[src/common/dcd_pkg.sv]
package dcd_pkg;
	localparam int ADDR_W     = 14;
	localparam int BANK_W     = 3;
	localparam int NUM_BANKS  = 8;
	localparam int DQ_W       = 16;
	localparam int BYTE_W     = 8;
	localparam int COL_W      = 10;
	localparam int AP_BIT     = 10;
	// extended register one: termination enable bits
	localparam int ODT_EN_LO  = 2;
	localparam int ODT_EN_HI  = 6;
	// mode register targets on the bank-select inputs
	localparam logic [2:0] SEL_MAIN  = 3'h0;
	localparam logic [2:0] SEL_EXT1  = 3'h1;
	localparam logic [2:0] SEL_EXT2  = 3'h2;
	localparam logic [2:0] SEL_EXT3  = 3'h3;
	// ext reg two: high-temperature self refresh bit
	localparam int HTSR_BIT   = 7;
	localparam logic [13:0] MODE_RST = 14'h0000;
	// controller link clock divider (half period in clk_i cycles)
	localparam int LINK_HALF  = 4;
	localparam int REF_NORMAL = 16;
	localparam int REF_HOT    = REF_NORMAL / 2;
	// {cs_n, ras_n, cas_n, we_n}
	localparam logic [3:0] CMD_MRS = 4'h0;
	localparam logic [3:0] CMD_REF = 4'h1;
	localparam logic [3:0] CMD_PRE = 4'h2;
	localparam logic [3:0] CMD_ACT = 4'h3;
	localparam logic [3:0] CMD_WR  = 4'h4;
	localparam logic [3:0] CMD_RD  = 4'h5;
	localparam logic [3:0] CMD_NOP = 4'h7;
	localparam logic [3:0] CMD_DES = 4'h8;

	typedef enum logic [2:0] {
		DCD_OP_NONE,
		DCD_OP_ACT,
		DCD_OP_RD,
		DCD_OP_WR,
		DCD_OP_PRE,
		DCD_OP_MRS,
		DCD_OP_REF
	} dcd_op_t;
endpackage

[src/common/dcd_if.sv]
`timescale 1ns/10ps
interface dcd_if;
	logic                          clk_true;
	logic                          clk_comp;
	logic                          cs_n;
	logic                          ras_n;
	logic                          cas_n;
	logic                          we_n;
	logic [dcd_pkg::BANK_W-1:0]    bank_sel;
	logic [dcd_pkg::ADDR_W-1:0]    addr;
	logic                          termination_ctl;
	logic [1:0]                    write_mask;
	logic [dcd_pkg::DQ_W-1:0]      dq_ctl;
	logic [dcd_pkg::DQ_W-1:0]      dq_dev;
	logic                          dq_dev_oe;
	logic [1:0]                    strobe_dev;
	logic                          strobe_dev_oe;

	modport dev (
		input  clk_true, clk_comp, cs_n, ras_n, cas_n, we_n, bank_sel, addr,
		input  termination_ctl, write_mask, dq_ctl,
		output dq_dev, dq_dev_oe, strobe_dev, strobe_dev_oe
	);
	modport ctl (
		output clk_true, clk_comp, cs_n, ras_n, cas_n, we_n, bank_sel, addr,
		output termination_ctl, write_mask, dq_ctl,
		input  dq_dev, dq_dev_oe, strobe_dev, strobe_dev_oe
	);
endinterface

[src/rtl/dcd_device.sv]
`timescale 1ns/10ps
//Contract
// - controller doubles refresh rate above 85C
// - controller enables high-temp self refresh when hot (controller only raises htsr_needed_o, never writes HTSR_BIT)
// - low byte uses lower mask/strobe, high upper
// - row on activate, column on read/write
// - address bit ten is auto-precharge on access
// - precharge one bank or all by bit ten
// - mode load takes op-code from address
// - bank-select picks one of eight banks
// - bank-select picks mode register on load
// - sample inputs on true-clock rising crossing
// - read data timed to clock crossings
// - controller keeps delay-locked loop enabled (controller has no DLL logic; mode-load op-codes pass from addr_i unchanged)
// - chip select high masks every command
// - command from strobes, write-enable, chip select
// - termination input ignored when disabled
module dcd_device (
	input  wire logic                          clk_i,
	input  wire logic                          rstn_i,
	dcd_if.dev                                 link,
	output logic     [2:0]                     op_o,
	output logic                               op_valid_o,
	output logic     [dcd_pkg::BANK_W-1:0]     bank_o,
	output logic     [dcd_pkg::ADDR_W-1:0]     row_o,
	output logic     [dcd_pkg::COL_W-1:0]      col_o,
	output logic                               auto_pre_o,
	output logic                               pre_all_o,
	output logic     [dcd_pkg::NUM_BANKS-1:0]  bank_open_o,
	output logic     [dcd_pkg::ADDR_W-1:0]     main_mode_reg_o,
	output logic     [dcd_pkg::ADDR_W-1:0]     ext_mode_reg_one_o,
	output logic     [dcd_pkg::ADDR_W-1:0]     ext_mode_reg_two_o,
	output logic     [dcd_pkg::ADDR_W-1:0]     ext_mode_reg_three_o,
	output logic                               term_on_o,
	output logic     [dcd_pkg::DQ_W-1:0]       wr_data_o,
	output logic                               wr_data_valid_o,
	input  wire logic [dcd_pkg::DQ_W-1:0]      rd_data_i,
	input  wire logic                          rd_drive_i
);
	// two-flop synchronisers for all link inputs
	localparam int SW = 4 + 2 + dcd_pkg::BANK_W + dcd_pkg::ADDR_W + 1 + 2 + dcd_pkg::DQ_W;
	logic [SW-1:0] meta_r;
	logic [SW-1:0] sync_r;
	logic          ck_prev_r;
	logic          ck_t;
	logic          ck_c;
	logic [3:0]    cmd;
	logic [dcd_pkg::BANK_W-1:0] ba;
	logic [dcd_pkg::ADDR_W-1:0] a;
	logic          odt_in;
	logic [1:0]    dm;
	logic [dcd_pkg::DQ_W-1:0] dq;
	logic          rise;
	logic          fall;

	always_ff @(posedge clk_i) begin
		if (!rstn_i) begin
			meta_r <= '0;
			sync_r <= '0;
		end else begin
			meta_r <= {link.cs_n, link.ras_n, link.cas_n, link.we_n, link.clk_true,
				link.clk_comp, link.bank_sel, link.addr, link.termination_ctl,
				link.write_mask, link.dq_ctl};
			sync_r <= meta_r;
		end
	end

	assign {cmd, ck_t, ck_c, ba, a, odt_in, dm, dq} = sync_r;

	always_ff @(posedge clk_i) begin
		if (!rstn_i) begin
			ck_prev_r <= 1'b0;
		end else begin
			ck_prev_r <= ck_t;
		end
	end

	// true clock rising while complement low
	assign rise = ck_t & ~ck_c & ~ck_prev_r;
	assign fall = ~ck_t & ck_c & ck_prev_r;

	function automatic dcd_pkg::dcd_op_t decode(input logic [3:0] c);
		case (c)
			dcd_pkg::CMD_ACT: decode = dcd_pkg::DCD_OP_ACT;
			dcd_pkg::CMD_RD:  decode = dcd_pkg::DCD_OP_RD;
			dcd_pkg::CMD_WR:  decode = dcd_pkg::DCD_OP_WR;
			dcd_pkg::CMD_PRE: decode = dcd_pkg::DCD_OP_PRE;
			dcd_pkg::CMD_MRS: decode = dcd_pkg::DCD_OP_MRS;
			dcd_pkg::CMD_REF: decode = dcd_pkg::DCD_OP_REF;
			default:          decode = dcd_pkg::DCD_OP_NONE;
		endcase
	endfunction

	dcd_pkg::dcd_op_t op;
	assign op = cmd[3] ? dcd_pkg::DCD_OP_NONE : decode(cmd);

	always_ff @(posedge clk_i) begin
		if (!rstn_i) begin
			op_o       <= 3'h0;
			op_valid_o <= 1'b0;
			bank_o     <= '0;
			row_o      <= '0;
			col_o      <= '0;
			auto_pre_o <= 1'b0;
			pre_all_o  <= 1'b0;
		end else begin
			op_valid_o <= 1'b0;
			if (rise && op != dcd_pkg::DCD_OP_NONE) begin
				op_o       <= op;
				op_valid_o <= 1'b1;
				bank_o     <= ba;
				auto_pre_o <= 1'b0;
				pre_all_o  <= 1'b0;
				if (op == dcd_pkg::DCD_OP_ACT) begin
					row_o <= a;
				end
				if (op == dcd_pkg::DCD_OP_RD || op == dcd_pkg::DCD_OP_WR) begin
					col_o      <= a[dcd_pkg::COL_W-1:0];
					auto_pre_o <= a[dcd_pkg::AP_BIT];
				end
				if (op == dcd_pkg::DCD_OP_PRE) begin
					pre_all_o <= a[dcd_pkg::AP_BIT];
				end
			end
		end
	end

	// open-row tracking per bank
	always_ff @(posedge clk_i) begin
		if (!rstn_i) begin
			bank_open_o <= '0;
		end else if (rise) begin
			case (op)
				dcd_pkg::DCD_OP_ACT: bank_open_o[ba] <= 1'b1;
				dcd_pkg::DCD_OP_PRE: begin
					if (a[dcd_pkg::AP_BIT]) begin
						bank_open_o <= '0;
					end else begin
						bank_open_o[ba] <= 1'b0;
					end
				end
				dcd_pkg::DCD_OP_RD, dcd_pkg::DCD_OP_WR: begin
					if (a[dcd_pkg::AP_BIT]) begin
						bank_open_o[ba] <= 1'b0;
					end
				end
				default: bank_open_o <= bank_open_o;
			endcase
		end
	end

	always_ff @(posedge clk_i) begin
		if (!rstn_i) begin
			main_mode_reg_o      <= dcd_pkg::MODE_RST;
			ext_mode_reg_one_o   <= dcd_pkg::MODE_RST;
			ext_mode_reg_two_o   <= dcd_pkg::MODE_RST;
			ext_mode_reg_three_o <= dcd_pkg::MODE_RST;
		end else if (rise && op == dcd_pkg::DCD_OP_MRS) begin
			case (ba)
				dcd_pkg::SEL_MAIN: main_mode_reg_o      <= a;
				dcd_pkg::SEL_EXT1: ext_mode_reg_one_o   <= a;
				dcd_pkg::SEL_EXT2: ext_mode_reg_two_o   <= a;
				dcd_pkg::SEL_EXT3: ext_mode_reg_three_o <= a;
				default:           main_mode_reg_o      <= main_mode_reg_o;
			endcase
		end
	end

	logic odt_enabled;
	assign odt_enabled = ext_mode_reg_one_o[dcd_pkg::ODT_EN_LO]
		| ext_mode_reg_one_o[dcd_pkg::ODT_EN_HI];

	always_ff @(posedge clk_i) begin
		if (!rstn_i) begin
			term_on_o <= 1'b0;
		end else if (rise) begin
			term_on_o <= odt_in & odt_enabled;
		end
	end

	// write capture: per-byte masks
	always_ff @(posedge clk_i) begin
		if (!rstn_i) begin
			wr_data_o       <= '0;
			wr_data_valid_o <= 1'b0;
		end else begin
			wr_data_valid_o <= 1'b0;
			if (rise || fall) begin
				wr_data_valid_o <= ~&dm;
				if (!dm[0]) begin
					wr_data_o[dcd_pkg::BYTE_W-1:0] <= dq[dcd_pkg::BYTE_W-1:0];
				end
				if (!dm[1]) begin
					wr_data_o[dcd_pkg::DQ_W-1:dcd_pkg::BYTE_W] <=
						dq[dcd_pkg::DQ_W-1:dcd_pkg::BYTE_W];
				end
			end
		end
	end

	// read drive launched at clock crossings
	logic [dcd_pkg::DQ_W-1:0] dq_out_r;
	logic                     oe_r;
	logic [1:0]               strobe_r;

	always_ff @(posedge clk_i) begin
		if (!rstn_i) begin
			dq_out_r <= '0;
			oe_r     <= 1'b0;
			strobe_r <= 2'h0;
		end else if (rise || fall) begin
			dq_out_r <= rd_data_i;
			oe_r     <= rd_drive_i;
			strobe_r <= (rd_drive_i && rise) ? 2'h3 : 2'h0;
		end
	end

	assign link.dq_dev        = dq_out_r;
	assign link.dq_dev_oe     = oe_r;
	assign link.strobe_dev    = strobe_r;
	assign link.strobe_dev_oe = oe_r;
endmodule
[src/flat_wrapper.sv]
// flat-port wrapper written by rule: the top's interface ports become plain ports
module dcd_device_flat 
  (clk_i, rstn_i, op_o, op_valid_o, bank_o, row_o, col_o, auto_pre_o, pre_all_o, bank_open_o, main_mode_reg_o, ext_mode_reg_one_o, ext_mode_reg_two_o, ext_mode_reg_three_o, term_on_o, wr_data_o, wr_data_valid_o, rd_data_i, rd_drive_i, link_clk_true, link_clk_comp, link_cs_n, link_ras_n, link_cas_n, link_we_n, link_bank_sel, link_addr, link_termination_ctl, link_write_mask, link_dq_ctl, link_dq_dev, link_dq_dev_oe, link_strobe_dev, link_strobe_dev_oe);
  dcd_if link_i ();
  input  wire logic clk_i;
  input  wire logic rstn_i;
  output logic     [2:0] op_o;
  output logic op_valid_o;
  output logic     [dcd_pkg::BANK_W-1:0] bank_o;
  output logic     [dcd_pkg::ADDR_W-1:0] row_o;
  output logic     [dcd_pkg::COL_W-1:0] col_o;
  output logic auto_pre_o;
  output logic pre_all_o;
  output logic     [dcd_pkg::NUM_BANKS-1:0] bank_open_o;
  output logic     [dcd_pkg::ADDR_W-1:0] main_mode_reg_o;
  output logic     [dcd_pkg::ADDR_W-1:0] ext_mode_reg_one_o;
  output logic     [dcd_pkg::ADDR_W-1:0] ext_mode_reg_two_o;
  output logic     [dcd_pkg::ADDR_W-1:0] ext_mode_reg_three_o;
  output logic term_on_o;
  output logic     [dcd_pkg::DQ_W-1:0] wr_data_o;
  output logic wr_data_valid_o;
  input  wire logic [dcd_pkg::DQ_W-1:0] rd_data_i;
  input  wire logic rd_drive_i;
  input wire logic [$bits(link_i.clk_true)-1:0] link_clk_true;
  input wire logic [$bits(link_i.clk_comp)-1:0] link_clk_comp;
  input wire logic [$bits(link_i.cs_n)-1:0] link_cs_n;
  input wire logic [$bits(link_i.ras_n)-1:0] link_ras_n;
  input wire logic [$bits(link_i.cas_n)-1:0] link_cas_n;
  input wire logic [$bits(link_i.we_n)-1:0] link_we_n;
  input wire logic [$bits(link_i.bank_sel)-1:0] link_bank_sel;
  input wire logic [$bits(link_i.addr)-1:0] link_addr;
  input wire logic [$bits(link_i.termination_ctl)-1:0] link_termination_ctl;
  input wire logic [$bits(link_i.write_mask)-1:0] link_write_mask;
  input wire logic [$bits(link_i.dq_ctl)-1:0] link_dq_ctl;
  output wire logic [$bits(link_i.dq_dev)-1:0] link_dq_dev;
  output wire logic [$bits(link_i.dq_dev_oe)-1:0] link_dq_dev_oe;
  output wire logic [$bits(link_i.strobe_dev)-1:0] link_strobe_dev;
  output wire logic [$bits(link_i.strobe_dev_oe)-1:0] link_strobe_dev_oe;
  assign link_i.clk_true = link_clk_true;
  assign link_i.clk_comp = link_clk_comp;
  assign link_i.cs_n = link_cs_n;
  assign link_i.ras_n = link_ras_n;
  assign link_i.cas_n = link_cas_n;
  assign link_i.we_n = link_we_n;
  assign link_i.bank_sel = link_bank_sel;
  assign link_i.addr = link_addr;
  assign link_i.termination_ctl = link_termination_ctl;
  assign link_i.write_mask = link_write_mask;
  assign link_i.dq_ctl = link_dq_ctl;
  assign link_dq_dev = link_i.dq_dev;
  assign link_dq_dev_oe = link_i.dq_dev_oe;
  assign link_strobe_dev = link_i.strobe_dev;
  assign link_strobe_dev_oe = link_i.strobe_dev_oe;
  dcd_device u_core (.clk_i(clk_i), .rstn_i(rstn_i), .link(link_i), .op_o(op_o), .op_valid_o(op_valid_o), .bank_o(bank_o), .row_o(row_o), .col_o(col_o), .auto_pre_o(auto_pre_o), .pre_all_o(pre_all_o), .bank_open_o(bank_open_o), .main_mode_reg_o(main_mode_reg_o), .ext_mode_reg_one_o(ext_mode_reg_one_o), .ext_mode_reg_two_o(ext_mode_reg_two_o), .ext_mode_reg_three_o(ext_mode_reg_three_o), .term_on_o(term_on_o), .wr_data_o(wr_data_o), .wr_data_valid_o(wr_data_valid_o), .rd_data_i(rd_data_i), .rd_drive_i(rd_drive_i));
endmodule
[config.mk]
export PLATFORM = sky130hd
export DESIGN_NAME = dcd_device_flat
export DESIGN_NICKNAME = d
export VERILOG_FILES = /design/src/common/dcd_pkg.sv /design/src/common/dcd_if.sv /design/src/rtl/dcd_device.sv /design/src/flat_wrapper.sv
export SDC_FILE = /design/constraint.sdc
export NUM_CORES = 1
export LEC_CHECK = 0
export ABC_CLOCK_PERIOD_IN_PS = 2600
export BUFFER_PORTS_ARGS = -buffer_cell sky130_fd_sc_hd__buf_2
export CORE_AREA = 2 2 135 190
export DETAILED_ROUTE_END_ITERATION = 8
export DIE_AREA = 0 0 137 192
export PLACE_DENSITY = 0.53
export SLEW_MARGIN = 40
export SYNTH_ARGS = -nofsm -noshare
export SYNTH_HDL_FRONTEND = slang
export SYNTH_SLANG_ARGS = --single-unit
[constraint.sdc]
create_clock -name clk_i -period 2.6 [get_ports clk_i]
set_input_delay 0.13 -clock clk_i [delete_from_list [all_inputs] [get_ports clk_i]]
set_output_delay 0.13 -clock clk_i [all_outputs]
set_load 0.02 [all_outputs]
==> impl_metrics.env, run 1 <==
export IMPL_status="finished clean"
export IMPL_synth_async_reset_ratio_pct=0
export IMPL_gp_routability_congestion=0.720
export IMPL_crit_share_post_route_pct=76.8
export IMPL_layout_skew_ns=0.0160
export IMPL_synth_compound_gate_area_share_pct=7.99
export IMPL_most_used_standard_cells_in_the_synthesized_netlist="dfxtp_1, nand2_1, and2_1, a21oi_1, mux2i_1"
export IMPL_placement_io_buffers=195
export IMPL_final_seq_area_sq_um=4360
export IMPL_share_of_synthesized_area_occupied_by_flip_flops_and_latches_pct=59.8
export IMPL_cts_max_path_buffers=3
export IMPL_rr_worst_depth=4
export IMPL_synth_edff_count=0
export IMPL_main_combinational_cell_family_by_area_after_synthesis="simple AND/OR/NAND/NOR gates"
export IMPL_num_nets_final=1044
export IMPL_grt_antenna_before_repair=0
export IMPL_detail_route_iter0_violations=171
export IMPL_areaGrowthSynthToFinish_pct=35.2
export IMPL_powerDensity_nw_per_um2=708
export IMPL_r2r_start="u_core.sync_r[36]$_SDFF_PN0_"
export IMPL_hold_depth=3
export IMPL_synth_xor_area_share_pct=0
export IMPL_achievable_frequency_mhz=501
export IMPL_total_number_of_clock_tree_sinks=218
export IMPL_std_cell_rows=68
export IMPL_fin_ws_ns=0.603
export IMPL_post_route_cells_drive_above_1_share_pct=25.5
export IMPL_synth_fa_ha_area_share_pct=0
export IMPL_critPathMaxStageDelay_ns=0.62
export IMPL_worst_path_max_delay_cell="or4b_4"
export IMPL_initial_core_util_pct=29.8
export IMPL_cp_cell_sequence="or4b_4, nor4_4, nand2_2, mux2i_1"
export IMPL_setup_repair_after_global_routing_missed_its_margin="false"
export IMPL_clkSlewWorstSetupHoldPaths_ns=0.06
export IMPL_path_delay_family="simple AND/OR/NAND/NOR gates"
export IMPL_die_area_sq_um=26300
export IMPL_cap_violations=0
export IMPL_post_synth_mux_area_share_pct=8.23
export IMPL_place_detailed_hpwl_mm=12.9
export IMPL_vias_per_cell=4.35
export IMPL_setup_tns_final_ns=0
export IMPL_timing_hold_worst_start="rstn_i"
export IMPL_maxSlewHeadroom_pct=51.7
export IMPL_cts_root_buf="clkbuf_16"
export IMPL_report_final_hold_viol_count=0
export IMPL_core_area_sq_um=24500
export IMPL_timing_final_max_slew_violations=0
export IMPL_worstHoldPathType="input port to flip-flop"
export IMPL_post_synth_top_count_cell="dfxtp_1"
export IMPL_yosysUniqueCellTypes=38
export IMPL_tritoncts="built"
export IMPL_ant_diodes=0
export IMPL_sort_of_element_at_the_end_of_the_critical_path="flip-flop"
export IMPL_worstPathBufferInverterCount=0
export IMPL_worstMarginPinSlew_ns=0.725
export IMPL_finalWirelength_mm=19.4
export IMPL_num_fill_cells=2469
export IMPL_setup_violations=0
export IMPL_yosys_area_share_simple_pct=20.7
export IMPL_die_width_um=137
export IMPL_clk_latency_ns=0.50
export IMPL_reg2reg_slack_ns=0.60
export IMPL_grt_start_max_net_pins=166
export IMPL_floorplan_io_pins=196
export IMPL_timing_setup_critical_path_class="flip-flop to flip-flop"
export IMPL_post_synth_top_area_cell="dfxtp_1"
export IMPL_placement_setup_worst_slack_ns=0.609
export IMPL_worstPathRequired_ns=2.96
export IMPL_drtAntennaViolNets=0
export IMPL_number_of_synthesized_register_bits=218
export IMPL_syn_nets=807
export IMPL_crit_path_max_fanout=14
export IMPL_route_detailed_drc=0
export IMPL_postSynthCellCount=746
export IMPL_worst_ep_arrival_time_ns=2.36
export IMPL_global_route_overflow_total=0
export IMPL_cts_inserted_buffers=23
export IMPL_startpoint_type="flip-flop"
export IMPL_layout_min_cycle_time_ns=2.00
export IMPL_post_synth_top_flop="dfxtp_1"
export IMPL_multiInputGateArea_sq_um=2700
export IMPL_wl_per_cell_um=14.8
export IMPL_syn_mean_instance_area_sq_um=9.78
export IMPL_reg2reg_to="u_core.ext_mode_reg_one_o[7]$_SDFFE_PN0P_"
export IMPL_clock_tree_htree_level_count=1
export IMPL_chipHeight_um=192
export IMPL_grt_first_pass_wirelength_mm=30.1
export IMPL_via_count_of_the_first_global_routing_pass=5576
export IMPL_yosysWarningCount=0
export IMPL_ir_worst_vdd_uv=453
export IMPL_power_mw=6.98
export IMPL_synthesis_area_sq_um=7300
export IMPL_cellLeakagePower_nw=4.53
export IMPL_number_of_search_and_repair_iterations_in_the_first_detailed_routing_pass=4
export IMPL_synthDominantCellAreaShare_pct=59.8
export IMPL_dr_total_vias=5709
export IMPL_track_usage_pct=14.5
export IMPL_worst_hold_path_endpoint="u_core.row_o[5]$_SDFFE_PN0P_"
export IMPL_synthTopCellsByArea="dfxtp_1, nand2_1, mux2i_1, and2_1, a21oi_1"
==> worst max-delay path by stage <==
stage	startpoint	endpoint	slack, ns	cells past startpoint
final	u_core.sync_r[36]$_SDFF_PN0_	u_core.ext_mode_reg_one_o[7]$_SDFFE_PN0P_	0.60	4
after global routing	u_core.sync_r[36]$_SDFF_PN0_	u_core.ext_mode_reg_one_o[7]$_SDFFE_PN0P_	0.46	4
after CTS	u_core.sync_r[36]$_SDFF_PN0_	u_core.ext_mode_reg_one_o[7]$_SDFFE_PN0P_	0.58	4
after detailed placement	u_core.sync_r[36]$_SDFF_PN0_	u_core.ext_mode_reg_one_o[7]$_SDFFE_PN0P_	0.61	4
after global placement	u_core.sync_r[36]$_SDFF_PN0_	u_core.wr_data_o[15]$_SDFFE_PN0P_	0.63	4
after floorplan	u_core.sync_r[41]$_SDFF_PN0_	u_core.bank_open_o[6]$_SDFFE_PN0P_	0.80	5
==> final cells by class <==
cell class,count,share of cell area [%]
multi-input cells,474,27.4
inverters,2,0.0761
clock inverters,10,1.18
well taps,315,4.00
repair buffers,264,16.9
flip-flops and latches,218,44.3
clock buffers,29,6.17
==> registers in the layout, summed over array words and instances, names as in the netlist, 8 cells and up <==
signal,flops
u_core.sync_r,42
u_core.main_mode_reg_o,14
u_core.meta_r,42
u_core.row_o,14
u_core.link.dq_dev,16
u_core.wr_data_o,16
u_core.bank_open_o,8
u_core.ext_mode_reg_three_o,14
u_core.col_o,10
u_core.ext_mode_reg_one_o,14
u_core.ext_mode_reg_two_o,14
==> metal layers <==
metal / vias to the layer above / global-route usage, % / wire length (um)
li1: 2915 / - / -
met1: 2617 / 16.5 / 7930
met2: 158 / 26.6 / 9830
met3: 19 / 3.93 / 1390
met4: 0 / 3.37 / 269
met5: - / 0 / 0
==> tightest hold or removal path, delay by kind of cell <==
family | cells | cell delay (ns)
buffers and inverters | 2 | 0.32
AO/OA/AOI/OAI | 1 | 0.18
==> stage by stage <==
stage	std cells	instance area (sq um)	hold slack (ns)	util, %
4_1_cts	1312	9860	0.166	40.2
2_1_floorplan	746	7300	0.257	-
6_report	1312	9860	0.180	40.2
3_5_place_dp	1214	8550	0.338	34.9
3_3_place_gp	1214	8550	0.337	34.9
5_1_grt	1312	9860	0.174	40.2
==> cells by family (layout without fill, tap and decap cells) <==
kind of cell    count (synthesis)  after routing
flops                         218            218
buf+inv                        54            305
compound gates                106            106
mux                            60             60
simple gates                  308            308
==> timing repair <==
action,CTS,global route
endpoints found under the setup margin,0,0
endpoints found under the hold margin,60,0
setup buffers,0,0
gates resized for setup,0,0
hold buffers,59,0
==> layout by cell type, fill, tap and decap left out, types with 3 or more instances in the layout <==
cell           count
a21oi_1           70
and2_1            85
buf_2            194
buf_4              9
clkbuf_1           5
clkbuf_16         23
clkinv_2           3
clkinv_4           3
dfxtp_1          218
dlygate4sd3_1     59
mux2i_1           60
nand2_1          174
nand2b_1           4
nand3_1           12
nand3b_1           3
nor2_1            10
o21ai_0           19
o32ai_1            8
==> power by group <==
group          total [mW]  leakage (nW)  switching, mW  internal [mW]
Combinational       0.348          2.40          0.179          0.169
Clock                3.17         0.349           1.31           1.86
Sequential           3.46          1.78         0.0419           3.42
Power figures use the tool's default switching activity.
==> inputs of run 2 (changes only) <==
Settings changed: ABC_CLOCK_PERIOD_IN_PS 2600 to 2000.
Clock period 2.6 ns to 2 ns, I/O delays scaled along.
==> impl_metrics.env, run 2 (synthesis gave the netlist of run 1 again) <==
export IMPL_crit_share_post_route_pct=95.3
export IMPL_setup_repair_after_global_routing_missed_its_margin="false"
export IMPL_worstPathBufferInverterCount=2
export IMPL_worstMarginPinSlew_ns=0.678
export IMPL_drtAntennaViolNets=0
export IMPL_timing_setup_critical_path_class="flip-flop to flip-flop"
export IMPL_worstHoldPathType="input port to flip-flop"
export IMPL_tritoncts="built"
export IMPL_report_final_hold_viol_count=0
export IMPL_setup_tns_final_ns=0
export IMPL_layout_common_cells="dfxtp_1, buf_2, nand2_1, and2_1, a21oi_1"
export IMPL_leading_registers_by_flop_count="u_core.meta_r x42, u_core.sync_r x42"
export IMPL_timing_final_max_slew_violations=0
export IMPL_critPathMaxStageDelay_ns=0.60
export IMPL_cp_cell_sequence="or4b_4, nor4_4, buf_4, nand3_2, buf_4, mux2i_1"
export IMPL_clock_tree_htree_level_count=1
export IMPL_combinationalPowerShare_pct=5.1
export IMPL_total_number_of_clock_tree_sinks=218
export IMPL_achievable_frequency_mhz=525
export IMPL_initial_core_util_pct=29.8
export IMPL_status="finished clean"
export IMPL_pwr_share_seq_pct=48.1
export IMPL_cap_violations=0
export IMPL_netSwitchingFraction_pct=21.1
export IMPL_path_delay_family="simple AND/OR/NAND/NOR gates"
export IMPL_number_of_search_and_repair_iterations_in_the_first_detailed_routing_pass=4
export IMPL_areaGrowthSynthToFinish_pct=37.6
export IMPL_grt_first_pass_wirelength_mm=30.4
export IMPL_finalWirelength_mm=19.8
export IMPL_place_detailed_hpwl_mm=13.4
export IMPL_cts_root_buf="clkbuf_16"
export IMPL_placed_area_sq_um=8640
export IMPL_maxSlewHeadroom_pct=54.7
export IMPL_power_mw=9.35
export IMPL_crit_path_max_fanout=14
export IMPL_cellLeakagePower_nw=4.63
export IMPL_power_switching_mw=1.97
export IMPL_sort_of_element_at_the_end_of_the_critical_path="flip-flop"
export IMPL_die_width_um=137
export IMPL_track_usage_pct=14.6
export IMPL_route_detailed_drc=0
export IMPL_post_route_cells_drive_above_1_share_pct=26.7
export IMPL_critPathMostFrequentCell="buf_4"
export IMPL_grt_antenna_before_repair=1
export IMPL_via_count_of_the_first_global_routing_pass=5567
export IMPL_die_area_sq_um=26300
export IMPL_clk_latency_ns=0.51
export IMPL_gp_routability_congestion=0.714
export IMPL_std_cell_rows=68
export IMPL_dr_total_vias=5877
export IMPL_startpoint_type="flip-flop"
export IMPL_chipHeight_um=192
export IMPL_placement_io_buffers=195
export IMPL_num_nets_final=1059
export IMPL_vias_per_cell=4.43
export IMPL_layout_skew_ns=0.0151
export IMPL_postLayoutCellArea_sq_um=10000
export IMPL_detail_route_iter0_violations=254
export IMPL_power_clock_fraction_pct=46.8
export IMPL_layout_min_cycle_time_ns=1.91
export IMPL_floorplan_io_pins=196
export IMPL_wl_per_cell_um=14.9
export IMPL_cts_inserted_buffers=22
export IMPL_num_fill_cells=2465
export IMPL_p_int_mw=7.38
export IMPL_worst_path_max_delay_cell="or4b_4"
export IMPL_core_area_sq_um=24500
export IMPL_worst_ep_arrival_time_ns=2.29
export IMPL_ir_worst_vdd_uv=624
export IMPL_clkSlewWorstSetupHoldPaths_ns=0.06
export IMPL_layout_commonest_cell="dfxtp_1"
export IMPL_powerDensity_nw_per_um2=932
export IMPL_grt_start_max_net_pins=53
export IMPL_worstPathRequired_ns=2.38
export IMPL_setup_violations=0
export IMPL_cts_max_path_buffers=3
export IMPL_global_route_overflow_total=0
export IMPL_post_cts_resized=0
## run 2: changes by cell type in the layout (fill, tap and decap cells not counted), sizes merged
cell | before | now
buf | 205 | 221
bufinv | 2 | 3
clkbuf | 29 | 32
clkinv | 6 | 2
clkinvlp | 2 | 1
diode | 0 | 1
## run 2: worst min-delay path, delay by kind of cell
family,cells,cell delay [ns]
buffers and inverters,1,0.21
muxes,1,0.05
and+or+nand+nor,1,0.11
## run 2: stage by stage
stage,instances,worst slack (ns),hold WS [ns],utilization [%]
floorplan,746,0.195,0.227,-
global route,1328,0.0188,0.0251,41.0
detailed placement,1226,0.0939,0.308,35.2
CTS,1323,0.0842,0.0151,40.8
global placement,1226,0.123,0.306,35.2
finish,1328,0.0936,0.0131,41.0
## run 2: path summary, 6_finish.rpt
| check | start | end | slack (ns) | cells past startpoint |
|---|---|---|---|---|
| setup / recovery | u_core.ck_prev_r$_SDFF_PN0_ | u_core.ext_mode_reg_two_o[9]$_SDFFE_PN0P_ | 0.09 | 6 |
| hold / removal | rstn_i | u_core.ext_mode_reg_one_o[1]$_SDFFE_PN0P_ | 0.01 | 3 |
| hold reg to reg | u_core.meta_r[27]$_SDFF_PN0_ | u_core.sync_r[27]$_SDFF_PN0_ | 0.43 | 1 |
| setup reg to reg | u_core.ck_prev_r$_SDFF_PN0_ | u_core.ext_mode_reg_two_o[9]$_SDFFE_PN0P_ | 0.09 | 6 |
## run 2: routing by layer
metal	wire, um	vias up	GRT usage [%]
li1	-	2943	-
met1	8160	2728	17.3
met2	9850	175	25.9
met3	1330	31	3.30
met4	429	0	4.60
met5	0	-	0
## run 2: what timing repair did
action | CTS | global route
endpoints found under the hold margin | 60 | 0
hold buffers | 59 | 0
setup endpoints to repair | 0 | 1
buffers inserted | 0 | 4
## run 2: area by class of cell
type	instances	area, sq um	area share (%)
clock buffer	32	669	6.67
clock inverter	6	108	1.07
multi-input combinational	474	2700	26.9
inverter	2	7.51	0.0748
antenna	1	2.50	0.0249
sequential	218	4360	43.5
timing repair buffer	280	1790	17.8
tap	315	394	3.93
## run 2: power groups by stage
stage | clock, mW | sequential (mW) | combinational (mW)
final | 4.38 | 4.50 | 0.474
after detailed placement | 0 | 4.60 | 0.384
after floorplan | 0 | 4.60 | 0.207
after global routing | 4.67 | 4.51 | 0.524
after CTS | 4.52 | 4.50 | 0.476
after global placement | 0 | 4.59 | 0.382
==> inputs of run 3 (changes only) <==
Settings changed: ABC_CLOCK_PERIOD_IN_PS 2000 to 1960, CORE_AREA 2 2 135 190 to 2 2 131 196, DIE_AREA 0 0 137 192 to 0 0 133 198.
Clock period 2 ns to 1.96 ns, I/O delays scaled along.
==> impl_metrics.env, run 3 (synthesis gave the netlist of run 1 again) <==
export IMPL_utilization_pct=41.0
export IMPL_initial_core_util_pct=29.4
export IMPL_layout_min_cycle_time_ns=1.93
export IMPL_pwr_share_seq_pct=48.1
export IMPL_total_number_of_clock_tree_sinks=218
export IMPL_place_detailed_hpwl_mm=13.9
export IMPL_setup_violations=0
export IMPL_via_count_of_the_first_global_routing_pass=5615
export IMPL_status="finished clean"
export IMPL_grt_antenna_before_repair=0
export IMPL_floorplan_io_pins=196
export IMPL_worstPathRequired_ns=2.34
export IMPL_netSwitchingFraction_pct=21.3
export IMPL_finalWirelength_mm=20.4
export IMPL_cap_violations=0
export IMPL_global_route_overflow_total=0
export IMPL_drtAntennaViolNets=0
export IMPL_detail_route_iter0_violations=284
export IMPL_layout_skew_ns=0.0101
export IMPL_vias_per_cell=4.34
export IMPL_cts_inserted_buffers=22
export IMPL_die_area_sq_um=26300
export IMPL_num_nets_final=1063
export IMPL_achievable_frequency_mhz=518
export IMPL_powerDensity_nw_per_um2=940
export IMPL_ir_worst_vdd_uv=680
export IMPL_die_width_um=133
export IMPL_cts_root_buf="clkbuf_16"
export IMPL_maxSlewHeadroom_pct=57.9
export IMPL_wl_per_cell_um=15.2
export IMPL_p_int_mw=7.52
export IMPL_areaGrowthSynthToFinish_pct=39.2
export IMPL_placement_io_buffers=195
export IMPL_chipHeight_um=198
export IMPL_worst_ep_arrival_time_ns=2.31
export IMPL_core_area_sq_um=24800
export IMPL_tritoncts="built"
export IMPL_grt_first_pass_wirelength_mm=31.4
export IMPL_crit_share_post_route_pct=98.5
export IMPL_cts_max_path_buffers=3
export IMPL_clkSlewWorstSetupHoldPaths_ns=0.07
export IMPL_std_cell_rows=71
export IMPL_clock_tree_htree_level_count=1
export IMPL_power_clock_fraction_pct=46.7
export IMPL_report_final_hold_viol_count=0
export IMPL_leading_registers_by_flop_count="u_core.meta_r x42, u_core.sync_r x42"
export IMPL_crit_path_max_fanout=7
export IMPL_combinationalPowerShare_pct=5.2
export IMPL_startpoint_type="flip-flop"
export IMPL_power_switching_mw=2.03
export IMPL_sort_of_element_at_the_end_of_the_critical_path="flip-flop"
export IMPL_post_route_cells_drive_above_1_share_pct=26.9
export IMPL_number_of_search_and_repair_iterations_in_the_first_detailed_routing_pass=4
export IMPL_cellLeakagePower_nw=4.69
export IMPL_grt_start_max_net_pins=74
export IMPL_timing_setup_critical_path_class="flip-flop to flip-flop"
export IMPL_route_detailed_drc=0
export IMPL_worstMarginPinSlew_ns=0.630
export IMPL_dr_total_vias=5841
export IMPL_track_usage_pct=15.0
export IMPL_power_mw=9.55
export IMPL_setup_repair_after_global_routing_missed_its_margin="true"
export IMPL_worstHoldPathType="input port to flip-flop"
export IMPL_layout_commonest_cell="dfxtp_1"
export IMPL_timing_final_max_slew_violations=0
export IMPL_gp_routability_congestion=0.776
export IMPL_clk_latency_ns=0.51
export IMPL_ant_diodes=0
export IMPL_layout_common_cells="dfxtp_1, buf_2, nand2_1, and2_1, a21oi_1"
## run 3: metrics by stage
| stage | hold slack (ns) | instance area [sq um] | worst slack, ns | std cells | TNS, ns |
|---|---|---|---|---|---|
| after CTS | 0.0911 | 10100 | 0.0438 | 1339 | 0 |
| final | 0.0994 | 10200 | 0.0299 | 1345 | 0 |
| after global routing | 0.119 | 10200 | -0.0184 | 1345 | -0.109 |
| after global placement | 0.302 | 8720 | 0.105 | 1241 | 0 |
| after detailed placement | 0.308 | 8720 | 0.0449 | 1241 | 0 |
| after floorplan | 0.225 | 7300 | 0.155 | 746 | 0 |
## run 3: critical path, stage by stage (launching register included)
cell,delay (ns)
dfxtp_1,0.31
or4b_4,0.60
nor4_4,0.28
buf_4,0.19
nand3_4,0.11
clkbuf_16,0.21
mux2i_1,0.11
## run 3: area by class of cell
| cell class | count | area (sq um) |
|---|---|---|
| fillers | 2443 | 14600 |
| flip-flops and latches | 218 | 4370 |
| multi-input cells | 474 | 2710 |
| repair buffers | 284 | 1890 |
| clock buffers | 34 | 667 |
| well taps | 328 | 410 |
| clock inverters | 5 | 104 |
| inverters | 2 | 7.51 |
## run 3: worst paths after layout
check / start / cells after the start / slack (ns) / to
worst max-delay path: u_core.sync_r[36]$_SDFF_PN0_ / 6 / 0.03 / u_core.ext_mode_reg_two_o[9]$_SDFFE_PN0P_
worst max register to register: u_core.sync_r[36]$_SDFF_PN0_ / 6 / 0.03 / u_core.ext_mode_reg_two_o[9]$_SDFFE_PN0P_
worst min register to register: u_core.meta_r[24]$_SDFF_PN0_ / 1 / 0.43 / u_core.sync_r[24]$_SDFF_PN0_
worst min-delay path: rstn_i / 3 / 0.1 / u_core.ext_mode_reg_three_o[6]$_SDFFE_PN0P_
## run 3: repair_timing
item / in CTS / in global routing
buffers inserted: 0 / 5
endpoints found under the hold margin: 60 / 0
hold buffers: 59 / 0
setup endpoints to repair: 0 / 41
resized for setup: 0 / 4
## run 3: metal layers
layer	global-route usage, %	share of wire (%)
met5	0	0
met4	5.85	3.1
met3	4.12	6.6
met2	27.3	51
met1	16.6	39
## run 3: power groups by stage
stage | clock network [mW] | registers [mW] | logic, mW
final | 4.46 | 4.59 | 0.498
after global routing | 4.79 | 4.60 | 0.549
after CTS | 4.61 | 4.59 | 0.497
after detailed placement | 0 | 4.69 | 0.404
after global placement | 0 | 4.69 | 0.404
after floorplan | 0 | 4.69 | 0.211
